**config.mk**
```make
export PLATFORM = sky130hd
export DESIGN_NAME = tscfg_top
export DESIGN_NICKNAME = d
export VERILOG_FILES = /design/src/shared/tscfg_pkg.sv /design/src/shared/tscfg_reg_if.sv /design/src/logic/tscfg_i2c.sv /design/src/logic/tscfg_top.sv
export VERILOG_INCLUDE_DIRS = /design/src /design/src/shared
export SDC_FILE = /design/constraint.sdc
export NUM_CORES = 1
export LEC_CHECK = 0
export BUFFER_PORTS_ARGS = -buffer_cell sky130_fd_sc_hd__buf_2
export CORE_MARGIN = 2
export CORE_UTILIZATION = 46
export CTS_BUF_LIST = sky130_fd_sc_hd__clkbuf_16
export DETAILED_ROUTE_END_ITERATION = 16
export GPL_ROUTABILITY_DRIVEN = 0
export HOLD_SLACK_MARGIN = 0.06
export PLACE_DENSITY = 0.75
export RECOVER_POWER = 25
export SLEW_MARGIN = 25
export SYNTH_ARGS = -nofsm -noshare
export SYNTH_HDL_FRONTEND = slang
export SYNTH_SLANG_ARGS = --single-unit
export TNS_END_PERCENT = 20
```
**constraint.sdc**
```tcl
create_clock -name sys_clk -period 3.2 [get_ports sys_clk]
set_clock_uncertainty 0.05 [all_clocks]
set_input_delay 0.64 -clock sys_clk [delete_from_list [all_inputs] [get_ports sys_clk]]
set_output_delay 0.64 -clock sys_clk [all_outputs]
set_load 0.01 [all_outputs]
```
**src/shared/tscfg_defs.svh**
```systemverilog
// tscfg_defs.svh: offsets, field positions, reset values and counts
// assumes 16-bit registers reached byte-wise, low byte first
`ifndef TSCFG_DEFS_SVH
`define TSCFG_DEFS_SVH

// register pointer values
`define TSCFG_OFS_STATUS   8'h02
`define TSCFG_OFS_PWR      8'h82
`define TSCFG_OFS_CHAN     8'h83
`define TSCFG_OFS_RATE     8'h84

// system_power_control fields (bit index within the 16-bit word)
`define TSCFG_B_ULP_RATE   0
`define TSCFG_B_PMODE      3
`define TSCFG_B_AUTO_DIS   5
`define TSCFG_B_ULP_EN     6
`define TSCFG_B_OSC        7
`define TSCFG_B_ACK_RST    8
`define TSCFG_B_SOFT_RST   9
`define TSCFG_B_REDO       10
`define TSCFG_B_COMMS_ATI  11
`define TSCFG_B_COMMS_NP   12
`define TSCFG_B_EVT_MODE   13
`define TSCFG_B_RSD_OFS    14
`define TSCFG_B_SLIDER     15

// status fields
`define TSCFG_B_ST_EVT     0
`define TSCFG_B_ST_BUSY    1
`define TSCFG_B_ST_RESET   7

// reset values; pulse bits never stored
`define TSCFG_RST_PWR      16'h4000
`define TSCFG_RST_CHAN     16'h00FF
`define TSCFG_RST_RATE     16'h0000
`define TSCFG_PULSE_MASK   16'h0700

// reseed offset and sampling-rate top value
`define TSCFG_RESEED_OFS   16'h0008
`define TSCFG_ULP_TOP      8'hFF

`endif

```
**src/shared/tscfg_pkg.sv**
```systemverilog
// tscfg_pkg: types shared by the serial front end and the register bank
// assumes the defs header is included where numbers are needed
package tscfg_pkg;
	// power modes in field order
	typedef enum logic [1:0] {PM_NP, PM_LP, PM_ULP, PM_HALT} tscfg_pmode_t;
	// serial slave states
	typedef enum logic [3:0] {ST_IDLE, ST_ADDR, ST_ADDR_ACK, ST_PTR, ST_PTR_ACK,
		ST_WR, ST_WR_ACK, ST_RD, ST_RD_ACK} tscfg_st_t;
endpackage

```
**src/shared/tscfg_reg_if.sv**
```systemverilog
// tscfg_reg_if: byte strobes between serial slave and register bank
// assumes one clock domain, strobes one cycle wide
`timescale 1ns/1ps
`default_nettype none
interface tscfg_reg_if;
	logic       ptr_ld; // pointer byte received
	logic       wr_stb; // data byte received
	logic       rd_stb; // read byte taken
	logic [7:0] wbyte;  // received byte
	logic [7:0] rbyte;  // byte at pointer
	modport phy  (output ptr_ld, output wr_stb, output rd_stb, output wbyte, input rbyte);
	modport regs (input ptr_ld, input wr_stb, input rd_stb, input wbyte, output rbyte);
endinterface
`default_nettype wire

```
**src/logic/tscfg_i2c.sv**
```systemverilog
// tscfg_i2c: two-wire serial slave turning bus traffic into byte strobes
// assumes an external pull-up; sda is open drain, sda_oe high pulls low
`timescale 1ns/1ps
`default_nettype none
module tscfg_i2c import tscfg_pkg::*; #(
	parameter logic [6:0] DEV_ADDR = 7'h2A // arbitrary value
) (
	input  wire logic   sys_clk,
	input  wire logic   rst_n,
	input  wire logic   scl_i,
	input  wire logic   sda_i,
	output logic        sda_o,
	output logic        sda_oe,
	tscfg_reg_if.phy    rb
);
	logic [2:0] scl_q;  // sync pair plus edge history
	logic [2:0] sda_q;
	tscfg_st_t  st_q;   // protocol state
	logic [3:0] cnt_q;  // bits seen in this byte
	logic [7:0] sh_q;   // shift register, both directions
	logic       rw_q;   // read transfer
	logic       nack_q; // master refused more data
	logic       rise, fall, start, stop;

	// stage 0 is read only by stage 1
	always_ff @(posedge sys_clk) begin
		if (!rst_n) begin
			scl_q <= 3'h7;
			sda_q <= 3'h7;
		end else begin
			scl_q <= {scl_q[1:0], scl_i};
			sda_q <= {sda_q[1:0], sda_i};
		end
	end

	// edges judged on stages 1 and 2 only
	assign rise  = scl_q[1] & ~scl_q[2];
	assign fall  = ~scl_q[1] & scl_q[2];
	assign start = scl_q[1] & scl_q[2] & sda_q[2] & ~sda_q[1];
	assign stop  = scl_q[1] & scl_q[2] & ~sda_q[2] & sda_q[1];
	assign sda_o = 1'b0; // open drain: only ever pulls low

	// protocol engine; start and stop win over bit traffic
	always_ff @(posedge sys_clk) begin
		if (!rst_n) begin
			st_q <= ST_IDLE;
			cnt_q <= 4'h0;
			sh_q <= 8'h00;
			rw_q <= 1'b0;
			nack_q <= 1'b0;
			sda_oe <= 1'b0;
			rb.ptr_ld <= 1'b0;
			rb.wr_stb <= 1'b0;
			rb.rd_stb <= 1'b0;
			rb.wbyte <= 8'h00;
		end else begin
			rb.ptr_ld <= 1'b0;
			rb.wr_stb <= 1'b0;
			rb.rd_stb <= 1'b0;
			if (start) begin
				st_q <= ST_ADDR; // repeated start too
				cnt_q <= 4'h0;
				sda_oe <= 1'b0;
			end else if (stop) begin
				st_q <= ST_IDLE;
				sda_oe <= 1'b0;
			end else if (rise) begin
				if (st_q == ST_ADDR || st_q == ST_PTR || st_q == ST_WR) begin
					sh_q <= {sh_q[6:0], sda_q[1]};
					cnt_q <= cnt_q + 4'h1;
				end else if (st_q == ST_RD) begin
					cnt_q <= cnt_q + 4'h1;
				end else if (st_q == ST_RD_ACK) begin
					nack_q <= sda_q[1];
				end
			end else if (fall) begin
				unique case (st_q)
					ST_IDLE: ;
					ST_ADDR: if (cnt_q == 4'h8) begin
						// only our address is acknowledged
						if (sh_q[7:1] == DEV_ADDR) begin
							st_q <= ST_ADDR_ACK;
							rw_q <= sh_q[0];
							sda_oe <= 1'b1;
						end else begin
							st_q <= ST_IDLE;
						end
					end
					ST_ADDR_ACK, ST_RD_ACK: begin
						cnt_q <= 4'h0;
						if (st_q == ST_RD_ACK && nack_q) begin
							st_q <= ST_IDLE;
							sda_oe <= 1'b0;
						end else if (rw_q) begin
							// fetch next byte, put its msb out
							st_q <= ST_RD;
							sh_q <= rb.rbyte;
							sda_oe <= ~rb.rbyte[7];
							rb.rd_stb <= 1'b1;
						end else begin
							st_q <= ST_PTR;
							sda_oe <= 1'b0;
						end
					end
					ST_RD: if (cnt_q == 4'h8) begin
						st_q <= ST_RD_ACK;
						sda_oe <= 1'b0;
					end else begin
						sh_q <= {sh_q[6:0], 1'b0};
						sda_oe <= ~sh_q[6];
					end
					ST_PTR, ST_WR: if (cnt_q == 4'h8) begin
						st_q <= (st_q == ST_PTR) ? ST_PTR_ACK : ST_WR_ACK;
						rb.ptr_ld <= (st_q == ST_PTR);
						rb.wr_stb <= (st_q == ST_WR);
						rb.wbyte <= sh_q;
						sda_oe <= 1'b1;
					end
					ST_PTR_ACK, ST_WR_ACK: begin
						st_q <= ST_WR;
						cnt_q <= 4'h0;
						sda_oe <= 1'b0;
					end
				endcase
			end
		end
	end
endmodule // tscfg_i2c
`default_nettype wire

```
**src/logic/tscfg_top.sv**
```systemverilog
// tscfg_top: power and comms configuration bank of the touch controller
// assumes measurement counts and auto power mode come from same-clock logic
`timescale 1ns/1ps
`default_nettype none
`include "tscfg_defs.svh"
module tscfg_top import tscfg_pkg::*; #(
	parameter int         TUNE_CYCLES = 16,   // length of a tuning run
	parameter logic [6:0] DEV_ADDR    = 7'h2A // arbitrary value
) (
	input  wire logic        sys_clk,
	input  wire logic        rst_n,
	input  wire logic        scl_i,
	input  wire logic        sda_i,
	output logic             sda_o,
	output logic             sda_oe,
	input  wire logic [127:0] meas_counts,
	input  wire logic [7:0]  mutual_ch,
	input  wire logic        event_in,
	input  wire logic [1:0]  auto_mode,
	input  wire logic [2:0]  lta_sel,
	output logic [15:0]      lta_out,
	output var tscfg_pmode_t power_mode,
	output logic [7:0]       ulp_rate,
	output logic             stream_on,
	output logic             event_on,
	output logic             tune_busy,
	output logic             soft_reset,
	output logic             event_pending,
	output logic [15:0]      pwr_ctl,
	output logic [15:0]      chan_ctl,
	output logic [15:0]      report_rates
);
	tscfg_reg_if  rb ();      // byte strobes from serial slave
	logic [7:0]   ptr_q;      // register pointer
	logic         idx_q;      // byte within word
	logic [15:0]  lta_q [8];  // long_term_average per channel
	logic [15:0]  tcnt_q;     // tuning cycle count
	logic         show_rst_q; // reset seen, not yet acknowledged
	logic         wr_pwr, wr_chan, wr_rate;
	logic         redo_p, ack_p, reseed_p, status_clr, tune_done;
	tscfg_pmode_t pm_d;
	logic         stream_d, event_d;
	logic [15:0]  rd_word, meas0;

	tscfg_i2c #(.DEV_ADDR(DEV_ADDR)) u_i2c (
		.sys_clk (sys_clk),
		.rst_n   (rst_n),
		.scl_i   (scl_i),
		.sda_i   (sda_i),
		.sda_o   (sda_o),
		.sda_oe  (sda_oe),
		.rb      (rb.phy)
	);

	// merge one byte into a word, high or low
	function automatic logic [15:0] merge(input logic [15:0] w, input logic hi, input logic [7:0] b);
		merge = hi ? {b, w[7:0]} : {w[15:8], b};
	endfunction

	// reseed value with optional 8-count offset, saturating
	function automatic logic [15:0] seed(input logic [15:0] m, input logic mut, input logic ofs);
		if (!ofs)
			seed = m;
		else if (mut)
			seed = (m < `TSCFG_RESEED_OFS) ? 16'h0000 : m - `TSCFG_RESEED_OFS;
		else
			seed = (m > 16'hFFF7) ? 16'hFFFF : m + `TSCFG_RESEED_OFS;
	endfunction

	// sampling-rate code: doubles from 2, top code saturates
	function automatic logic [7:0] ulp_decode(input logic [2:0] c);
		ulp_decode = (c == 3'h7) ? `TSCFG_ULP_TOP : 8'(8'h02 << c);
	endfunction

	// write decode per register
	assign wr_pwr  = rb.wr_stb && ptr_q == `TSCFG_OFS_PWR;
	assign wr_chan = rb.wr_stb && ptr_q == `TSCFG_OFS_CHAN;
	assign wr_rate = rb.wr_stb && ptr_q == `TSCFG_OFS_RATE;
	// action bits are strobes; redo and ack read back as zero, reseed bits stay stored in chan_ctl
	assign redo_p   = wr_pwr && idx_q && rb.wbyte[`TSCFG_B_REDO - 8];
	assign ack_p    = wr_pwr && idx_q && rb.wbyte[`TSCFG_B_ACK_RST - 8];
	assign reseed_p = wr_chan && idx_q;
	// fetching status byte 0 clears the event
	assign status_clr = rb.rd_stb && ptr_q == `TSCFG_OFS_STATUS && !idx_q;
	assign tune_done  = tune_busy && tcnt_q == 16'(TUNE_CYCLES - 1);
	assign meas0      = meas_counts[15:0];

	// pointer and byte index; word pointer steps after the high byte
	always_ff @(posedge sys_clk) begin
		if (!rst_n) begin
			ptr_q <= 8'h00;
			idx_q <= 1'b0;
		end else if (rb.ptr_ld) begin
			ptr_q <= rb.wbyte;
			idx_q <= 1'b0;
		end else if (rb.wr_stb || rb.rd_stb) begin
			idx_q <= ~idx_q;
			if (idx_q)
				ptr_q <= ptr_q + 8'h01;
		end
	end

	// configuration registers; writes elsewhere are dropped
	always_ff @(posedge sys_clk) begin
		if (!rst_n) begin
			pwr_ctl <= `TSCFG_RST_PWR;
			chan_ctl <= `TSCFG_RST_CHAN;
			report_rates <= `TSCFG_RST_RATE;
		end else begin
			if (wr_pwr)
				pwr_ctl <= merge(pwr_ctl, idx_q, rb.wbyte) & ~`TSCFG_PULSE_MASK;
			if (wr_chan)
				chan_ctl <= merge(chan_ctl, idx_q, rb.wbyte);
			if (wr_rate)
				report_rates <= merge(report_rates, idx_q, rb.wbyte);
		end
	end

	// read mux; unmapped pointers read zero
	always_comb begin
		rd_word = 16'h0000;
		unique case (ptr_q)
			`TSCFG_OFS_STATUS: begin
				rd_word[`TSCFG_B_ST_EVT]   = event_pending;
				rd_word[`TSCFG_B_ST_BUSY]  = tune_busy;
				rd_word[`TSCFG_B_ST_RESET] = show_rst_q;
				rd_word[9:8]               = power_mode;
			end
			`TSCFG_OFS_PWR:  rd_word = pwr_ctl;
			`TSCFG_OFS_CHAN: rd_word = chan_ctl;
			`TSCFG_OFS_RATE: rd_word = report_rates;
			default: rd_word = 16'h0000;
		endcase
	end
	assign rb.rbyte = idx_q ? rd_word[15:8] : rd_word[7:0];

	// event flag: a new event beats a same-cycle clear
	always_ff @(posedge sys_clk) begin
		if (!rst_n)
			event_pending <= 1'b0;
		else if (event_in)
			event_pending <= 1'b1;
		else if (status_clr)
			event_pending <= 1'b0;
	end

	// reset indication and soft reset strobe
	always_ff @(posedge sys_clk) begin
		if (!rst_n) begin
			show_rst_q <= 1'b1;
			soft_reset <= 1'b0;
		end else begin
			soft_reset <= wr_pwr && idx_q && rb.wbyte[`TSCFG_B_SOFT_RST - 8];
			if (ack_p)
				show_rst_q <= 1'b0;
		end
	end

	// tuning run; a request while busy is ignored
	always_ff @(posedge sys_clk) begin
		if (!rst_n) begin
			tune_busy <= 1'b0;
			tcnt_q <= 16'h0000;
		end else if (tune_done) begin
			tune_busy <= 1'b0;
		end else if (tune_busy) begin
			tcnt_q <= tcnt_q + 16'h0001;
		end else if (redo_p) begin
			tune_busy <= 1'b1;
			tcnt_q <= 16'h0000;
		end
	end

	// averages seeded after tuning (enabled channels) or on reseed write
	always_ff @(posedge sys_clk) begin
		if (!rst_n) begin
			for (int i = 0; i < 8; i++)
				lta_q[i] <= 16'h0000;
		end else begin
			for (int i = 0; i < 8; i++)
				if ((tune_done && chan_ctl[i]) || (reseed_p && rb.wbyte[i]))
					lta_q[i] <= seed(meas_counts[i*16 +: 16], mutual_ch[i],
						pwr_ctl[`TSCFG_B_RSD_OFS]);
		end
	end
	assign lta_out = lta_q[lta_sel];

	// forced mode only when auto switching is off
	assign pm_d = pwr_ctl[`TSCFG_B_AUTO_DIS] ? tscfg_pmode_t'(pwr_ctl[`TSCFG_B_PMODE +: 2])
		: tscfg_pmode_t'(auto_mode);

	// comms choice: tuning suspends reporting unless kept alive
	always_comb begin
		stream_d = 1'b0;
		event_d = 1'b0;
		if (tune_busy) begin
			stream_d = pwr_ctl[`TSCFG_B_COMMS_ATI];
		end else if (pm_d == PM_NP) begin
			// streaming in normal power when the option is set
			stream_d = pwr_ctl[`TSCFG_B_COMMS_NP] || !pwr_ctl[`TSCFG_B_EVT_MODE];
			event_d = !stream_d;
		end else if (pm_d != PM_HALT) begin
			event_d = pwr_ctl[`TSCFG_B_COMMS_NP] || pwr_ctl[`TSCFG_B_EVT_MODE];
			stream_d = !event_d;
		end
	end

	// registered mode, comms and rate outputs
	always_ff @(posedge sys_clk) begin
		if (!rst_n) begin
			power_mode <= PM_NP;
			stream_on <= 1'b0;
			event_on <= 1'b0;
			ulp_rate <= 8'h02;
		end else begin
			power_mode <= pm_d;
			stream_on <= stream_d;
			event_on <= event_d;
			ulp_rate <= ulp_decode(pwr_ctl[`TSCFG_B_ULP_RATE +: 3]);
		end
	end

	AST_EVT_SET: assert property (@(posedge sys_clk) disable iff (!rst_n)
		event_in |=> event_pending) else $error("event flag not set");
	AST_EVT_CLR: assert property (@(posedge sys_clk) disable iff (!rst_n)
		status_clr && !event_in |=> !event_pending) else $error("event flag not cleared");
	AST_SEED_SELF: assert property (@(posedge sys_clk) disable iff (!rst_n)
		tune_done && chan_ctl[0] && !mutual_ch[0] && pwr_ctl[`TSCFG_B_RSD_OFS] && meas0 < 16'hFFF0
		|=> lta_q[0] == $past(meas0) + 16'h0008) else $error("self seed wrong");
	AST_SEED_MUT: assert property (@(posedge sys_clk) disable iff (!rst_n)
		tune_done && chan_ctl[0] && mutual_ch[0] && pwr_ctl[`TSCFG_B_RSD_OFS] && meas0 > 16'h0008
		|=> lta_q[0] == $past(meas0) - 16'h0008) else $error("mutual seed wrong");
	AST_NP_STREAM: assert property (@(posedge sys_clk) disable iff (!rst_n)
		!tune_busy && pm_d == PM_NP && pwr_ctl[`TSCFG_B_COMMS_NP] |=> stream_on && !event_on)
		else $error("no streaming in normal power");
	AST_LP_EVENT: assert property (@(posedge sys_clk) disable iff (!rst_n)
		!tune_busy && pm_d == PM_LP && pwr_ctl[`TSCFG_B_COMMS_NP] |=> event_on && !stream_on)
		else $error("no event mode in low power");
	AST_TUNE_COMMS: assert property (@(posedge sys_clk) disable iff (!rst_n)
		tune_busy |=> stream_on == $past(pwr_ctl[`TSCFG_B_COMMS_ATI]) && !event_on)
		else $error("comms during tuning wrong");
	AST_ULP_RATE: assert property (@(posedge sys_clk) disable iff (!rst_n)
		pwr_ctl[2:0] == 3'h7 ##1 pwr_ctl[2:0] == 3'h2 |=> ulp_rate == 8'h08 && $past(ulp_rate) == 8'hFF)
		else $error("sampling rate decode wrong");
	AST_PM_FORCE: assert property (@(posedge sys_clk) disable iff (!rst_n)
		pwr_ctl[`TSCFG_B_AUTO_DIS] && pwr_ctl[4:3] == 2'h3 |=> power_mode == PM_HALT && !stream_on && !event_on)
		else $error("forced halt ignored");
	AST_PM_AUTO: assert property (@(posedge sys_clk) disable iff (!rst_n)
		!pwr_ctl[`TSCFG_B_AUTO_DIS] |=> power_mode == tscfg_pmode_t'($past(auto_mode)))
		else $error("auto mode not followed");
endmodule // tscfg_top
`default_nettype wire

```
==> impl_results.md, run 1 <==
* Critical-path top delay cell: clkbuf_1
* Crit-path max cell delay at 1.31 ns
* Clock Power Share at 41.2%
* Antenna Nets Post-Route at 0
* Hold buffers post-CTS at 0
* Ys flop type: edfxtp_1
* Static leakage at 0.007452 uW
* Arrival time worst endpoint at 3.38 ns
* Die width at 199.0 um
* Initial Utilization at 46.57%
* Crit Path Class: in -> reg
* Dpl ws at 0.1169 ns
* Avg Synthesized Cell Area at 8.396 sq um
* Worst-skew pair later-pin latency at 0.53 ns
* Synthesized flop and latch total at 250
* Nets at 2388
* TNS Setup at 0 ns
* Gate power share at 12.7%
* Switching power at 1917 uW
* CP cell instances: clkbuf_1 -> inv_1 -> clkbuf_1 -> clkbuf_2 -> nor4_1
* Setup Fix Bufs, Post-CTS at 0
* Core ar. at 0.03758 sq mm
* Clk root buf: clkbuf_16
* Status: finished, violations left
* Flop pwr share at 46.1%
* Least-Margin Pin Slew at 1.722 ns
* Crit Path Max Fanout at 36
* Total track usage at 27.13%
* Yosys top cell area share at 21.97%
* Residual DRC at 0
* Die ar. at 0.03961 sq mm
* Synth Area in Adders at 1.788%
* Max Buffers Root-to-Sink at 3
* Post-route minimum period at 3.047 ns
* Number of global-route vias before repair at 15710
* Largest net degree at the start of global routing at 65
* Input/output buffers at 222
* Ratio of cells with drive above 1 in the final layout at 15.30%
* Synth Area in Compound Gates at 21.45%
* DP HPWL at 40980 um
* Synth async-reset ratio at 0%
* Most frequent CP cell: clkbuf_1
* Commonest non-fill, non-tap cell in the layout: nor2_1
* CP required at 3.54 ns
* Tcrit/Tclk final at 95.21%
* Clock sinks at 250
* Number of H-tree levels at 1
* Failing checks: max-capacitance violations, max-slew violations
* Clock transition at path regs at 0.06 ns
* Maximum vdd ir drop at 342.5 uV
* Initial antenna violation count at 18
* DR vias at 17590
* Largest cells by area after synthesis: edfxtp_1, dfxtp_1, nor2_1
* Fin. max-slew vios at 37
* Chip height at 199.0 um
* Rows at 71
* Post-route setup slack at 0.1532 ns
* Cts bufs inserted at 27
* Post-Synth XOR/XNOR Area at 2.353%
* Number of synthesized flops with an enable pin at 128
* Startpoint Class: input port
* Hold Path Class: in -> reg
* Internal cell power at 5659 uW
* Power density over the cells at 383.0 mW/mm^2
* Net switching fraction of the power at 25.30%
* Unique masters post-synth at 90
* Mapped Area at 0.01750 sq mm
* Drt pass-1 iters at 7
* Worst setup EP type: register
* Synthesized instance count at 2084
* Relative slew margins at -14.82%
* Area grow syn2layout at 13.04%
* Final WL at 55850 um
* Most frequent cells in the layout: nor2_1, nand2_1, buf_2
* Via-to-Cell Ratio at 6.374
* Post_cts resized at 0
* Final setup viols at 0
* First-pass GRT wire length at 85930 um
* Seq/Total Area, Yosys at 35.92%
* WL per Instance at 20.24 um
* TritonCTS clock tree: yes
* Aggregate global routing overflow at 0
* Synth Warn # at 0
* Largest family of logic cells by synthesized area: simple AND/OR/NAND/NOR gates
* Cell accounting for the most synthesized area: edfxtp_1
* RSZ-0062 raised after global routing: no
* Final Hold Viols at 0
* Initial DRC count at 2471
* Mux contribution to synthesized area at 8.838%
* Max-cap violations at 1
* I/O pin total at 227
* Fmax at 0.3282 GHz
* Post-Synth Simple-Gate Area at 23.90%
final cells by class:
class	instances	area, sq um
Fill cell	3427	17800
Multi-Input combinational cell	1586	10200
Sequential cell	250	6287
Timing Repair Buffer	279	1468
Clock buffer	27	675.6
Tap cell	511	639.4
Inverter	73	274.0
Clock inverter	21	203.9
Antenna cell	12	30.03
power by group through the flow:
stage / Sequential, uW / Clock (uW) / Combinational, uW
global route: 3500 / 3280 / 1040
finish: 3490 / 3120 / 961
global placement: 3560 / 0 / 916
CTS: 3490 / 3150 / 941
detailed placement: 3560 / 0 / 936
floorplan: 3530 / 0 / 618
per-stage QoR:
stage	hold slack (ns)	util [%]	total power [uW]	cell area [sq um]	std cells
2_1_floorplan	0.3363	-	4145	17510	2087
4_1_cts	0.2322	52.87	7584	19870	2747
6_report	0.2438	52.64	7577	19780	2759
3_5_place_dp	0.3457	50.53	4497	18990	2699
5_1_grt	0.2480	52.61	7816	19770	2755
3_3_place_gp	0.3469	50.53	4474	18990	2699
cells in the mapped netlist, drive strengths merged (32+ instances only):
cell    number
nor2       234
nand3       86
clkbuf     146
mux4        32
nand4       37
a211oi      33
edfxtp     128
mux2i       60
and3        37
nand2      166
inv         71
buf         32
o21ai      125
nor3        88
dfxtp      122
nor4        33
a21oi      154
metal layers:
metal	up-vias	routed length, um	GRT usage (%)
met4	14	1745	7.711
li1	8104	-	-
met3	151	6048	6.019
met5	-	89	0
met1	8247	22410	36.49
met2	1071	25560	43.81
final timing paths:
check / start / end / depth (start not counted) / slack, ns
setup / recovery: rst_n / idx_q / 5 / 0.15
hold / removal: scl_i / u_i2c.scl_q[0] / 2 / 0.24
setup reg to reg: tcnt_q[0] / lta_q[3][15] / 6 / 0.21
hold reg to reg: u_i2c.sda_q[0] / u_i2c.sda_q[1] / 1 / 0.36
worst max-delay path, delay by kind of cell:
| kind | cells | cell delay, ns |
|---|---|---|
| buffers and inverters | 4 | 2.59 |
| AND/OR/NAND/NOR | 1 | 0.12 |
state kept, by name, indices dropped and copies added (netlist names), 2 cells and up:
| signal | cells |
|---|---|
| u_i2c.cnt_q | 4 |
| u_i2c.scl_q | 3 |
| pwr_ctl | 13 |
| u_i2c.sh_q | 8 |
| report_rates | 16 |
| ulp_rate | 8 |
| tcnt_q | 16 |
| lta_q | 128 |
| power_mode | 2 |
| u_i2c.sda_q | 3 |
| chan_ctl | 16 |
| u_i2c.st_q | 4 |
| u_i2c.rb.wbyte | 8 |
| ptr_q | 8 |
logic make-up after synthesis:
family	after synthesis
DFF	250
muxes	112
and+or+nand+nor	833
other	1
buffers and inverters	251
AOI/OAI and AO/OA	565
xor gates and xnor gates	47
adders and majority gates	25
Power figures use the tool's default switching activity.
==> inputs of run 2 (changes only) <==
--- a/config.mk
+++ b/config.mk
@@ -12,6 +12,7 @@
 export CTS_BUF_LIST = sky130_fd_sc_hd__clkbuf_16
 export DETAILED_ROUTE_END_ITERATION = 16
 export GPL_ROUTABILITY_DRIVEN = 0
+export GPL_TIMING_DRIVEN = 0
 export HOLD_SLACK_MARGIN = 0.06
 export PLACE_DENSITY = 0.75
 export RECOVER_POWER = 25
==> constraint.sdc (replaced) <==
create_clock -name sys_clk -period 3.2 [get_ports sys_clk]
set_clock_uncertainty 0.05 [all_clocks]
set_input_delay 0.64 -clock sys_clk [delete_from_list [all_inputs] [get_ports sys_clk]]
set_output_delay 0.64 -clock sys_clk [all_outputs]
set_load 0.02 [all_outputs]
==> run 2 against run 1 <==
  * The run ends with negative setup slack left
  * Die area is the same
  * Global-route usage grew 3.4 points
  * Non-clock buffer count grew 76
  * Critical path type is now reg -> reg
  * Register-to-register slack lost 0.27 ns
  * Highest routed layer unchanged
  * Worst setup slack lost 0.21 ns
  * Wire length grew 12%
  * Sequential cell count is the same
  * Via count grew 5.1%
  * Largest power group unchanged
==> impl_results.md, run 2 (same netlist as run 1, synthesis figures left out) <==
* Status: finished, violations left
* Failing checks: negative setup slack
* Clock transition at path regs at 0.06 ns (about the same)
* Post-route setup slack at -0.05849 ns (-0.2117 ns)
* Cts bufs inserted at 28 (+3.7%)
* CP required at 3.43 ns (-0.11 ns)
* Core ar. at 0.03758 sq mm (unchanged)
* Max-cap violations at 0 (-1)
* Total track usage at 30.56% (+3.4 points)
* Clk root buf: clkbuf_16
* Drt pass-1 iters at 6 (-1)
* Antenna Nets Post-Route at 0 (unchanged)
* Number of H-tree levels at 1 (unchanged)
* Fmax at 0.3069 GHz (-6.5%)
* Aggregate global routing overflow at 0 (unchanged)
* WL met1 at 23050 um (+2.9%)
* Final setup viols at 71 (+71)
* FF-to-FF Start: pwr_ctl[14]
* RSZ-0062 raised after global routing: yes
* Most frequent cells in the layout: nor2_1, clkbuf_1, nand2_1
* Via-to-Cell Ratio at 6.520 (+2.3%)
* Fin. max-slew vios at 0 (-100%)
* Hold buffers post-CTS at 0 (unchanged)
* Area grow syn2layout at 14.24%
* Max Buffers Root-to-Sink at 3 (unchanged)
* Initial Utilization at 46.57% (unchanged)
* Top Metal Used: met5
* Worst setup EP type: register
* Die ar. at 0.03961 sq mm (unchanged)
* Die width at 199.0 um (unchanged)
* Startpoint Class: register
* Ratio of cells with drive above 1 in the final layout at 12.65% (-2.6 points)
* Design Power at 7911 uW (+4.4%)
* Metal2 WL at 27720 um (+8.4%)
* First-pass GRT wire length at 94660 um (+10%)
* Initial antenna violation count at 12 (-6)
* Clock sinks at 250 (unchanged)
* Fillcell total at 3437 (+0.29%)
* Crit Path Class: reg -> reg
* Hold Path Class: in -> reg
* Static leakage at 0.007378 uW (-0.99%)
* CP cell instances: clkbuf_1 -> clkbuf_1 -> clkbuf_1 -> nand2_1 -> a22oi_1 -> nor2_1
* Post-route minimum period at 3.258 ns (+0.2117 ns)
* Worst-skew pair later-pin latency at 0.54 ns (about the same)
* TritonCTS clock tree: yes
* Largest register FFs at 128 (unchanged)
* Critical-path top delay cell: clkbuf_1
* Power density over the cells at 395.8 mW/mm^2 (+3.3%)
* Residual DRC at 0 (unchanged)
* DR vias at 18480 (+5.1%)
* Arrival time worst endpoint at 3.49 ns (+0.11 ns)
* Biggest register: lta_q
* Largest net degree at the start of global routing at 17 (-74%)
* Final Hold Viols at 0 (unchanged)
* Crit Path Max Fanout at 10 (-72%)
* Hold Crit Start: sda_i
* Relative slew margins at 27.79% (+43 points)
* Setup Fix Bufs, Post-CTS at 0 (unchanged)
* Worst Hold Slack at 0.2235 ns (-0.02025 ns)
* Least-Margin Pin Slew at 1.083 ns (-0.6391 ns)
* Tcrit/Tclk final at 101.8% (+6.6 points)
* Input/output buffers at 177 (-20%)
* Post_cts resized at 10 (+10)
* Crit path from: pwr_ctl[14]
* Number of global-route vias before repair at 16770 (+6.8%)
* Chip height at 199.0 um (unchanged)
* Initial DRC count at 2909 (+18%)
* Crit-path max cell delay at 0.87 ns (-0.44 ns)
* Maximum vdd ir drop at 468.2 uV (+37%)
* Final WL at 62400 um (+12%)
* Met3 routed WL at 8243 um (+36%)
* I/O pin total at 227 (unchanged)
* DP HPWL at 46070 um (+12%)
* Nets at 2465 (+3.2%)
* Most frequent CP cell: clkbuf_1
* Commonest non-fill, non-tap cell in the layout: nor2_1
* WL per Instance at 22.02 um (+8.8%)
* Rows at 71 (unchanged)
run 2: changes by cell type in the layout (fill, tap and decap cells not counted), moves of 5 or more:
cell	delta
buf_2	-28
clkbuf_1	+132
clkbuf_2	+9
diode_2	-5
buf_4	-43
buf_1	+6
run 2: stage by stage:
stage / TNS (ns) / instances / util, % / setup slack, ns / instance area [sq um]
2_1_floorplan: 0 / 2087 / - / 0.2333 / 17510
3_3_place_gp: -65.68 / 2775 / 50.65 / -0.6821 / 19030
3_5_place_dp: -76.31 / 2775 / 50.65 / -0.7772 / 19030
4_1_cts: 0 / 2827 / 53.30 / 0.03241 / 20030
5_1_grt: -12.33 / 2831 / 53.17 / -0.1348 / 19980
6_report: -1.087 / 2834 / 53.19 / -0.05849 / 19990
run 2: layer usage:
layer	track usage (%)	vias up
met5	0	-
li1	-	8248
met2	48.47	1395
met3	7.257	229
met1	39.53	8597
met4	13.85	10
run 2: report_power, final:
| part | switching [uW] | internal, uW |
|---|---|---|
| registers | 44.1 | 3450 |
| logic | 657 | 357 |
| clock network | 1350 | 2060 |
| total | 2050 | 5860 |
run 2: cell type report:
type / instances / area (sq um) / area share [%]
Sequential cell: 250 / 6286 / 31.45
Multi-Input combinational cell: 1586 / 10240 / 51.22
Timing Repair Buffer: 177 / 809.5 / 4.050
Antenna cell: 7 / 17.52 / 0.08763
Clock inverter: 23 / 257.7 / 1.289
Inverter: 73 / 274.0 / 1.371
Buffer: 178 / 740.7 / 3.706
Clock buffer: 29 / 725.7 / 3.630
Tap cell: 511 / 639.4 / 3.199
run 2: worst paths after layout:
kind | slack, ns | to | cells after the start
max | -0.06 | lta_q[2][14] | 6
min | 0.22 | u_i2c.sda_q[0] | 2
max reg2reg | -0.06 | lta_q[2][14] | 6
min reg2reg | 0.37 | u_i2c.sda_q[1] | 1
run 2: worst max-delay path, delay by kind of cell (launching register included):
kind / cells / cell delay, ns
simple gates: 2 / 0.21
flops: 1 / 0.34
compound gates: 1 / 0.38
buf+inv: 3 / 2.02
